==> config.mk <==
export PLATFORM = sky130hd
export DESIGN_NAME = call_clear_decrement_ops
export DESIGN_NICKNAME = d
export VERILOG_FILES = /design/src/rtl/exec_pkg.sv /design/src/rtl/call_clear_decrement_ops.sv /design/src/rtl/op_decode.sv
export VERILOG_INCLUDE_DIRS = /design/src /design/src/rtl
export SDC_FILE = /design/constraint.sdc
export NUM_CORES = 1
export LEC_CHECK = 0
export BUFFER_PORTS_ARGS = -buffer_cell sky130_fd_sc_hd__clkbuf_2
export CAP_MARGIN = 0
export CELL_PAD_IN_SITES_DETAIL_PLACEMENT = 2
export CELL_PAD_IN_SITES_GLOBAL_PLACEMENT = 2
export CORE_MARGIN = 2
export CORE_UTILIZATION = 23
export DETAILED_ROUTE_END_ITERATION = 8
export PLACE_DENSITY_LB_ADDON = 0.1
export SYNTH_ARGS = -nofsm -noshare
export SYNTH_HDL_FRONTEND = slang
export SYNTH_SLANG_ARGS = --single-unit
export TNS_END_PERCENT = 100
==> constraint.sdc <==
create_clock -name i_clk -period 2.5 [get_ports i_clk]
set_clock_uncertainty 0.15 [all_clocks]
set_input_delay 0.5 -clock i_clk [delete_from_list [all_inputs] [get_ports i_clk]]
set_output_delay 0.5 -clock i_clk [all_outputs]
set_load 0.02 [all_outputs]
==> src/rtl/exec_map.svh <==
// Opcode encodings, field positions and widths for the execution unit.
// Assumes a 14-bit instruction word and a 15-bit program counter.
`ifndef EXEC_MAP_SVH
`define EXEC_MAP_SVH
`define OPC_ICALL 14'h000A
`define OPC_ACLR 14'h0100
`define OPC_KICK 14'h0064
`define OPC_TOP_FCLR 7'h03
`define OPC_TOP_FINV 6'h09
`define OPC_TOP_FDEC 6'h03
`define OPC_TOP_DSZ 6'h0B
`define FLD_DEST 7
`define FLD_ADDR_HI 6
`define FLD_TOP6_LO 8
`define FLD_TOP7_LO 7
`define LATCH_HI 6
`define PC_LO_HI 7
`define ZERO_BYTE 8'h00
`define ONE_BYTE 8'h01
`define ZERO_WORD 14'h0000
`define ZERO_PC 15'h0000
`define ONE_PC 15'h0001
`endif

==> src/rtl/exec_pkg.sv <==
// Types shared by the execution unit.
// Assumes nothing beyond the map header.
package exec_pkg;
	typedef enum logic [2:0] {OP_NONE, OP_ICALL, OP_FCLR, OP_ACLR, OP_KICK, OP_FINV, OP_FDEC, OP_DSZ} op_t;
	typedef struct packed {
		logic zero;
		logic expiry;
		logic sleep;
	} flags_t;
	typedef struct packed {
		logic en;
		logic [6:0] addr;
		logic [7:0] data;
	} fwrite_t;
endpackage

==> src/rtl/call_clear_decrement_ops.sv <==
// Execution of indirect call, clears, watchdog kick, invert and decrements.
// Assumes one instruction presented per cycle with file operand already read.
// Function
// - indirect call pushes PC plus one
// - indirect call loads PC from accumulator, latch
// - indirect call two cycles, flags untouched
// - file clear writes zero, sets null flag
// - accumulator clear writes zero, sets flag
// - kick zeroes watchdog counter and prescaler
// - kick sets expiry and sleep flags only
// - invert complements file, updates null flag
// - destination bit selects accumulator or file
// - decrement subtracts one, updates null flag
// - decrement-skip nops next instruction on zero
`timescale 1ns/10ps
`default_nettype none
`include "exec_map.svh"
module call_clear_decrement_ops (
	input wire logic i_clk,
	input wire logic i_srst,
	input wire logic i_valid,
	input wire logic [13:0] i_insn,
	input wire logic [14:0] i_pc,
	input wire logic [7:0] i_acc,
	input wire logic [7:0] i_latch,
	input wire logic [7:0] i_file_rd,
	input wire exec_pkg::flags_t i_flags,
	output exec_pkg::flags_t o_flags,
	output logic [7:0] o_acc,
	output exec_pkg::fwrite_t o_fwrite,
	output logic o_push,
	output logic [14:0] o_push_addr,
	output logic o_pc_load,
	output logic [14:0] o_pc,
	output logic o_watchdog_clear,
	output logic o_busy
);
	exec_pkg::op_t op;
	op_decode op_decode_inst (
		.i_insn(i_insn),
		.o_op(op)
	);
	logic flush_r, flush_nxt;
	exec_pkg::flags_t flags_r, flags_nxt;
	logic [7:0] acc_r, acc_nxt;
	exec_pkg::fwrite_t fw_r, fw_nxt;
	logic push_r, pc_load_r, kick_r;
	logic [14:0] push_addr_r, pc_r, push_addr_nxt, pc_nxt;
	// A slot after a call or a taken skip is thrown away whatever it holds
	wire run = i_valid && !flush_r;
	wire dest_file = i_insn[`FLD_DEST];
	wire [6:0] addr = i_insn[`FLD_ADDR_HI:0];
	wire is_call = run && op == exec_pkg::OP_ICALL;
	wire is_kick = run && op == exec_pkg::OP_KICK;
	wire is_fclr = run && op == exec_pkg::OP_FCLR;
	wire is_aclr = run && op == exec_pkg::OP_ACLR;
	wire is_arith = run && (op == exec_pkg::OP_FINV || op == exec_pkg::OP_FDEC ||
		op == exec_pkg::OP_DSZ);
	// One subtractor serves both decrement flavours
	wire [7:0] dec_val = i_file_rd - `ONE_BYTE;
	wire [7:0] result = op == exec_pkg::OP_FINV ? ~i_file_rd : dec_val;
	wire res_zero = result == `ZERO_BYTE;
	wire skip = run && op == exec_pkg::OP_DSZ && res_zero;
	always_comb begin
		flags_nxt = i_flags;
		acc_nxt = i_acc;
		fw_nxt = '{en: 1'b0, addr: addr, data: `ZERO_BYTE};
		if (is_fclr) begin
			fw_nxt.en = 1'b1;
			flags_nxt.zero = 1'b1;
		end
		if (is_aclr) begin
			acc_nxt = `ZERO_BYTE;
			flags_nxt.zero = 1'b1;
		end
		if (is_kick) begin
			flags_nxt.expiry = 1'b1;
			flags_nxt.sleep = 1'b1;
		end
		if (is_arith) begin
			if (dest_file) begin
				fw_nxt.en = 1'b1;
				fw_nxt.data = result;
			end else begin
				acc_nxt = result;
			end
			if (op != exec_pkg::OP_DSZ) begin
				flags_nxt.zero = res_zero;
			end
		end
	end
	assign push_addr_nxt = i_pc + `ONE_PC;
	assign pc_nxt = {i_latch[`LATCH_HI:0], i_acc};
	assign flush_nxt = is_call || skip;
	always_ff @(posedge i_clk) begin
		if (i_srst) begin
			flush_r <= 1'b0;
			flags_r <= '0;
			acc_r <= `ZERO_BYTE;
			fw_r <= '0;
			push_r <= 1'b0;
			pc_load_r <= 1'b0;
			kick_r <= 1'b0;
			push_addr_r <= `ZERO_PC;
			pc_r <= `ZERO_PC;
		end else begin
			flush_r <= flush_nxt;
			flags_r <= flags_nxt;
			acc_r <= acc_nxt;
			fw_r <= fw_nxt;
			push_r <= is_call;
			pc_load_r <= is_call;
			kick_r <= is_kick;
			push_addr_r <= push_addr_nxt;
			pc_r <= pc_nxt;
		end
	end
	assign o_flags = flags_r;
	assign o_acc = acc_r;
	assign o_fwrite = fw_r;
	assign o_push = push_r;
	assign o_push_addr = push_addr_r;
	assign o_pc_load = pc_load_r;
	assign o_pc = pc_r;
	assign o_watchdog_clear = kick_r;
	assign o_busy = flush_r;

	call_push_a: assert property (@(posedge i_clk) disable iff (i_srst)
		is_call |=> o_push && o_push_addr == $past(i_pc) + `ONE_PC)
		else $error("return address wrong");
	call_target_a: assert property (@(posedge i_clk) disable iff (i_srst)
		is_call |=> o_pc_load && o_pc == {$past(i_latch[`LATCH_HI:0]), $past(i_acc)})
		else $error("call target wrong");
	call_cycles_a: assert property (@(posedge i_clk) disable iff (i_srst)
		is_call |=> o_busy && o_flags == $past(i_flags) ##1 !o_pc_load)
		else $error("call timing or flags wrong");
	fclear_a: assert property (@(posedge i_clk) disable iff (i_srst)
		is_fclr |=> o_fwrite.en && o_fwrite.data == `ZERO_BYTE && o_flags.zero
		&& o_flags.expiry == $past(i_flags.expiry))
		else $error("file clear wrong");
	aclear_a: assert property (@(posedge i_clk) disable iff (i_srst)
		is_aclr |=> o_acc == `ZERO_BYTE && o_flags.zero && !o_fwrite.en)
		else $error("acc clear wrong");
	kick_wdt_a: assert property (@(posedge i_clk) disable iff (i_srst)
		is_kick |=> o_watchdog_clear ##1 !o_watchdog_clear || $past(is_kick))
		else $error("watchdog kick wrong");
	kick_flags_a: assert property (@(posedge i_clk) disable iff (i_srst)
		is_kick |=> o_flags.expiry && o_flags.sleep && o_flags.zero == $past(i_flags.zero))
		else $error("kick flags wrong");
	dest_a: assert property (@(posedge i_clk) disable iff (i_srst)
		is_arith && dest_file |=> o_fwrite.en && o_acc == $past(i_acc))
		else $error("destination wrong");
	invert_a: assert property (@(posedge i_clk) disable iff (i_srst)
		is_arith && op == exec_pkg::OP_FINV && !dest_file
		|=> o_acc == ~$past(i_file_rd) && o_flags.zero == (o_acc == `ZERO_BYTE))
		else $error("invert wrong");
	decr_a: assert property (@(posedge i_clk) disable iff (i_srst)
		is_arith && op == exec_pkg::OP_FDEC && dest_file
		|=> o_fwrite.data == $past(i_file_rd) - `ONE_BYTE)
		else $error("decrement wrong");
	skip_a: assert property (@(posedge i_clk) disable iff (i_srst)
		run && op == exec_pkg::OP_DSZ |=> o_busy == ($past(i_file_rd) == `ONE_BYTE))
		else $error("skip wrong");

	// A discarded slot must leave every side effect idle
	discard_idle_a: assert property (@(posedge i_clk) disable iff (i_srst)
		i_valid && o_busy |=> !o_fwrite.en && !o_push && !o_pc_load
		&& !o_watchdog_clear && o_acc == $past(i_acc))
		else $error("discarded slot acted");
	push_pulse_a: assert property (@(posedge i_clk) disable iff (i_srst)
		o_push
		|=> !o_push)
		else $error("push longer than one cycle");
	target_pulse_a: assert property (@(posedge i_clk) disable iff (i_srst)
		o_pc_load
		|=> !o_pc_load)
		else $error("pc load longer than one cycle");
	call_quiet_a: assert property (@(posedge i_clk) disable iff (i_srst)
		is_call
		|=> !o_fwrite.en && o_acc == $past(i_acc) && !o_watchdog_clear)
		else $error("call touched data");
	fclear_addr_a: assert property (@(posedge i_clk) disable iff (i_srst)
		is_fclr
		|=> o_fwrite.addr == $past(i_insn[`FLD_ADDR_HI:0]) && o_acc == $past(i_acc))
		else $error("file clear address wrong");
	kick_only_a: assert property (@(posedge i_clk) disable iff (i_srst)
		is_kick
		|=> !o_fwrite.en && o_acc == $past(i_acc) && !o_push)
		else $error("kick touched data");
	acc_dest_a: assert property (@(posedge i_clk) disable iff (i_srst)
		is_arith && !dest_file
		|=> !o_fwrite.en)
		else $error("accumulator destination wrote file");
	decr_acc_a: assert property (@(posedge i_clk) disable iff (i_srst)
		run && op == exec_pkg::OP_FDEC && !dest_file
		|=> o_acc == $past(i_file_rd) - `ONE_BYTE && o_flags.zero == ($past(i_file_rd) == `ONE_BYTE))
		else $error("decrement into accumulator wrong");
	invert_file_a: assert property (@(posedge i_clk) disable iff (i_srst)
		run && op == exec_pkg::OP_FINV && dest_file
		|=> o_fwrite.data == ~$past(i_file_rd) && o_flags.zero == (o_fwrite.data == `ZERO_BYTE))
		else $error("invert into file wrong");
	// Decrement-skip reports only through the discarded slot, not the flags
	skip_flags_a: assert property (@(posedge i_clk) disable iff (i_srst)
		run && op == exec_pkg::OP_DSZ
		|=> o_flags == $past(i_flags))
		else $error("skip changed flags");
	busy_len_a: assert property (@(posedge i_clk) disable iff (i_srst)
		o_busy
		|=> !o_busy)
		else $error("two slots discarded");
	// Checked without the disable so the reset value itself is watched
	reset_idle_a: assert property (@(posedge i_clk)
		i_srst
		|=> !o_push && !o_pc_load && !o_busy && !o_fwrite.en && !o_watchdog_clear)
		else $error("outputs active after reset");

	call_c: cover property (@(posedge i_clk) is_call ##1 o_busy);
	skip_c: cover property (@(posedge i_clk) skip);
	kick_c: cover property (@(posedge i_clk) is_kick);
	dec_c: cover property (@(posedge i_clk) is_arith && !skip);
	fclear_c: cover property (@(posedge i_clk) is_fclr ##1 o_fwrite.en);
endmodule
`default_nettype wire

==> src/rtl/op_decode.sv <==
// Opcode decoder for the execution unit.
// Assumes a 14-bit instruction word.
`timescale 1ns/10ps
`default_nettype none
`include "exec_map.svh"
module op_decode (
	input wire logic [13:0] i_insn,
	output exec_pkg::op_t o_op
);
	wire is_icall = i_insn == `OPC_ICALL;
	wire is_aclr = i_insn == `OPC_ACLR;
	wire is_kick = i_insn == `OPC_KICK;
	wire is_fclr = i_insn[13:`FLD_TOP7_LO] == `OPC_TOP_FCLR;
	wire is_finv = i_insn[13:`FLD_TOP6_LO] == `OPC_TOP_FINV;
	wire is_fdec = i_insn[13:`FLD_TOP6_LO] == `OPC_TOP_FDEC;
	wire is_dsz = i_insn[13:`FLD_TOP6_LO] == `OPC_TOP_DSZ;
	assign o_op = is_icall ? exec_pkg::OP_ICALL :
		is_aclr ? exec_pkg::OP_ACLR :
		is_kick ? exec_pkg::OP_KICK :
		is_fclr ? exec_pkg::OP_FCLR :
		is_finv ? exec_pkg::OP_FINV :
		is_fdec ? exec_pkg::OP_FDEC :
		is_dsz ? exec_pkg::OP_DSZ : exec_pkg::OP_NONE;
endmodule
`default_nettype wire

# Yosys cells after proc, flatten, opt, wreduce, memory -nomap -nowiden
# Cells that the tools add are included.
[totals] mem_count=0 wordCells=65 latchBits=0 mem_bits_rw=0 out_inout_bits=61 mem_bits_ro=0 regBits=60
[op_classes] shift=0 n_div=0 mux=19 mul=0 order_cmp=0 n_eq_ne=15 add_sub_neg=2 reduce_logical=14 bitwise=3
[ops] cell="8-bit two-way mux" n=4
[ops] cell="3-bit two-way mux" n=7
[ops] cell="15-bit by 1-bit adder with 15-bit output, second input constant" n=1
[ops] cell="14-bit by 4-bit == test with 1-bit output, second input constant" n=1
[ops] cell="14-bit by 7-bit == test with 1-bit output, second input constant" n=1
[ops] cell="14-bit by 9-bit == test with 1-bit output, second input constant" n=1
[ops] cell="3-bit == test, second input constant" n=4
[ops] cell="6-bit by 4-bit == test with 1-bit output, second input constant" n=2
[ops] cell="1-bit logical AND" n=8
[ops] cell="8-bit zero test" n=1
[ops] cell="8-bit inverter" n=1
[ops] cell="8-bit by 1-bit subtractor with 8-bit output, second input constant" n=1
[ops] cell="7-bit by 2-bit == test with 1-bit output, second input constant" n=1
[ops] cell="1-bit two-way mux" n=7
[ops] cell="3-bit by 2-bit == test with 1-bit output, second input constant" n=2
[ops] cell="6-bit by 2-bit == test with 1-bit output, second input constant" n=1
[ops] cell="3-bit by 1-bit == test with 1-bit output, second input constant" n=1
[ops] cell="1-bit logical OR" n=3
[ops] cell="3-bit inequality test, second input constant" n=1
[ops] cell="3-bit OR reduction" n=1
[ops] cell="2-bit two-way mux" n=1
[ops] cell="1-bit inverter" n=2
[ops] cell="1-bit zero test" n=1

# Depth between registers and ports, before layout
[depth] depth_word=14 mapped_depth=8

# Cells and area by module
# A second synthesis with hierarchy kept.
[hier_totals] cells_unflattened=262 hier_area_um2=2441.1
[by_module_without_submodules] module="call_clear_decrement_ops" area_per_inst_um2=2290.9 n_inst=1 cells_each=243
[by_module_without_submodules] module="op_decode" area_per_inst_um2=150.1 n_inst=1 cells_each=19

# Least setup slack after synthesis
# OpenSTA, ideal clock, no wires.
[synth_timing] kind="input-to-reg" startpoint="in i_file_rd[1]" endpoint="reg flags_r, in the netlist o_flags[2]" slack_ns=-0.051 setup_time_ns=0.088 path_buffers=0 cell_stages=8 t_required_ns=2.262 t_arrival_ns=2.313 cell_sequence="inv_1 ha_1 or3b_4 a2111oi_0 mux2_1 a32oi_1 or3_4 a311oi_2"
[synth_via] elab_chain_len=5 elab_cells_between_ends=6 classes_between="add/sub: 1; mux: 3; bitwise: 1; reduce/logical: 1"
[synth_rtl] element="start, declared" line_no="call_clear_decrement_ops.sv:26" source="input wire logic [7:0] i_file_rd,"
[synth_rtl] element="8-bit by 1-bit subtractor with 8-bit output (no source line) / 8-bit inverter (equally long branches)"
[synth_rtl] element="8-bit two-way mux (*)" line_no="call_clear_decrement_ops.sv:61" source="wire [7:0] result = op == exec_pkg::OP_FINV ? ~i_file_rd : dec_val;"
[synth_rtl] element="8-bit zero test (no source line) (*)"
[synth_rtl] element="1-bit two-way mux (*)" line_no="call_clear_decrement_ops.sv:87" source="if (op != exec_pkg::OP_DSZ) begin"
[synth_rtl] element="1-bit two-way mux (*)" line_no="call_clear_decrement_ops.sv:80" source="if (is_arith) begin"
[synth_rtl] element="end signal, assigned" line_no="call_clear_decrement_ops.sv:108" source="flags_r <= flags_nxt;"
[synth_rtl] element="end, declared" line_no="call_clear_decrement_ops.sv:44" source="exec_pkg::flags_t flags_r, flags_nxt;"
# Every way passes the cells marked *; elsewhere a longest branch is shown, timed or not.
# A chain may end at the register's enable or synchronous reset.

# Final worst setup path
# Ends and elaborated chain as after synthesis.

==> flow_summary.toml <==
[grt]
grt_pass1_wl_um = 12300
grt_use_total = 0.140
globalRoute.totalOverflow = 0
gr-max-usage-layer = "met2"
antenna_found_initial = 0
met3_usage = 0.0413
grt_util_met2 = 0.239
grt_pass1_vias = 2478
grt_max_degree = 49
grt_use_met1 = 0.166

[synthesis]
synth_xor_area_frac = 0.0757
ys.flop_type = "dfxtp_1"
synth_most_common_cell = "dfxtp_1"
synth_seq_cells = 60
yosys-top-cells-count = "dfxtp_1 (60), nor2_1 (25), nor2b_1 (25)"
synth_top_area_frac = 0.494
synthTopCellsByArea = "dfxtp_1 (49%), nor2b_1 (6.4%), xor2_1 (6.1%)"
yosys.area_share.simple = 0.267
seq_area_frac_synth = 0.494
syn_inst = 255
synth_area_leader_cell = "dfxtp_1"
netlist_area_mm2 = 0.00243
synthAdderAreaFrac = 0.0103
synth-compound-area-share = 0.0988
synth-edff-count = 0
synth_top_family_by_area = "simple AND/OR/NAND/NOR gates"
yosys_warnings = 0
avgSynthCellArea_um2 = 9.53
synthDistinctLibCells = 54
synth-async-reset-ratio = 0
synth_nets = 316
synth.area.mux_share = 0.00875

[setup_path]
critPathArrivalTime_ns = 2.46
cp-end-kind = "flip-flop"
required_ns = 2.61
path_max_fanout = 3
path_class = "primary input to flip-flop"
cp_common_cell = "or4_1"
max_stage_delay_ns = 0.56
crit_chain = "clkbuf_2, or4_1, o22ai_1, xor2_1, or4_1, or3_4, a311oi_2"
cp_slowest_cell = "or4_1"
critPathLaunchType = "primary input"

[placed_design]
dp_hpwl_um = 5990
dpl.cell_count = 529
detailedPlace.worstSlack_ns = -0.247
gp_congestion = 0.787
io_buffers = 118

[sta]
min_period_over_period = 0.941
layout_setup_ws_ns = 0.149
period_minus_slack_ns = 2.35
slew_viol_final = 0
finalHoldViolations = 0
setup_violations = 0
tightest_slew_ns = 0.504
maxSlewHeadroom = 0.664
rsz0062_at_grt = "false"
fmax_ghz = 0.425
tns_ns = 0

[die]
coreArea_mm2 = 0.0103
ios = 120
start_util = 0.237
placementRows = 37
die_x_um = 107
die_h_um = 107
die-area_mm2 = 0.0114

[final_layout]
drive_gt1_frac = 0.450
multi_input_area_mm2 = 0.00116
nets = 465
num_antenna_cells = 0
seq_area_mm2 = 0.00120
finalNonFillerCells = 545
area_growth_pct = 48.2
final_util = 0.350
fillers = 1216

[clock_tree]
cts_setup_buffers = 0
htreeDepth = 3
numCtsBuffers = 9
clkSinkCount = 60
cts-root-buf = "clkbuf_8"
path_clk_slew_ns = 0.08
clockBufferDepth = 2
ctsHoldBuffers = 0
cts_tree = "done"
clk_latency_ns = 0.34
cts-resized-gates = 0

[power_and_ir_drop]
peakVddDrop_v = 0.000268
total_power_w = 0.00223
leakage_nw = 1.69
power.density_mw_per_mm2 = 619

[drt]
antenna_left = 0
route.detailed.vias_per_inst = 4.33
wl_um = 7580
vias = 2361
post_drt_wl_per_cell_um = 13.9
drc = 0
dr.pass1.iters = 4
drt-initial-drc-count = 32

[run]
maxCapViolations = 0

[run_status]
outcome = "finished, final reports clean"

[worst_hold_path]
hp-class = "primary input to flip-flop"
metal layers:
layer	wire (um)	vias to the layer above	part of all wire
li1	-	1167	-
met1	3280	1115	0.43
met2	3780	71	0.50
met3	413	8	0.055
met4	100	0	0.013
met5	0	-	0
layout by cell type, fill, tap and decap left out, types with 2 or more instances in the layout:
master      n
or3_4       2
clkbuf_8   10
inv_1       5
nand2b_1    5
nand3_1    13
nand4_1     3
clkbuf_2  118
or2_2       3
and4_1      2
nor3_1      5
nor2b_1    25
nand2_1    12
dfxtp_1    60
and3_1      4
or4_1       2
xnor2_1     4
nor2_1     25
o21ai_0     6
nor4_1      3
a21oi_1    11
or3_1       2
buf_4      33
xor2_1     17
nor3b_1     2
worst paths after layout:
| kind | start | end | slack (ns) | cells past startpoint |
|---|---|---|---|---|
| setup / recovery | i_file_rd[1] | o_flags[2] | 0.15 | 7 |
| setup reg to reg | o_busy | o_acc[7] | 0.73 | 6 |
| hold / removal | i_pc[0] | o_push_addr[0] | 0.20 | 2 |
| hold reg to reg | o_busy | o_fwrite[15] | 0.36 | 1 |
sequential cells by signal (all words and copies together), names as in the netlist:
signal            cells
o_fwrite             16
o_pc                 15
o_push_addr          15
o_busy                1
o_pc_load             1
o_acc                 8
o_watchdog_clear      1
o_flags               3
critical path: cells and delay by family:
| family | cells | cell delay [ns] |
|---|---|---|
| AND/OR/NAND/NOR | 3 | 1.32 |
| XOR/XNOR | 1 | 0.12 |
| buffers and inverters | 1 | 0.12 |
| AO/OA/AOI/OAI | 2 | 0.40 |
kinds of logic after synthesis:
| kind of cell | count (synthesis) |
|---|---|
| AOI/OAI and AO/OA | 34 |
| muxes | 2 |
| and+or+nand+nor | 116 |
| adders and majority gates | 2 |
| buffers and inverters | 20 |
| xor gates and xnor gates | 21 |
| DFF | 60 |
cell type report:
type                            instances  share of cell area
Multi-Input combinational cell        175               0.323
Clock inverter                          5              0.0167
Sequential cell                        60               0.333
Tap cell                              136              0.0472
Inverter                                7             0.00799
Clock buffer                           11              0.0392
Timing Repair Buffer                  151               0.233
report_power, final:
part	total, W	internal, W	switching, W
Combinational	0.000318	0.000135	0.000183
Clock	0.000899	0.000491	0.000408
Sequential	0.00101	0.000999	0.0000116
Total	0.00223	0.00163	0.000602
metrics by stage:
stage                     instance area [um^2]  hold slack [ns]
after global routing                      3600            0.187
after floorplan                           2480            0.422
after detailed placement                  3400            0.350
final                                     3600            0.201
after global placement                    3400            0.340
after CTS                                 3600            0.177
No activity file was read; power rests on OpenSTA's default activity.
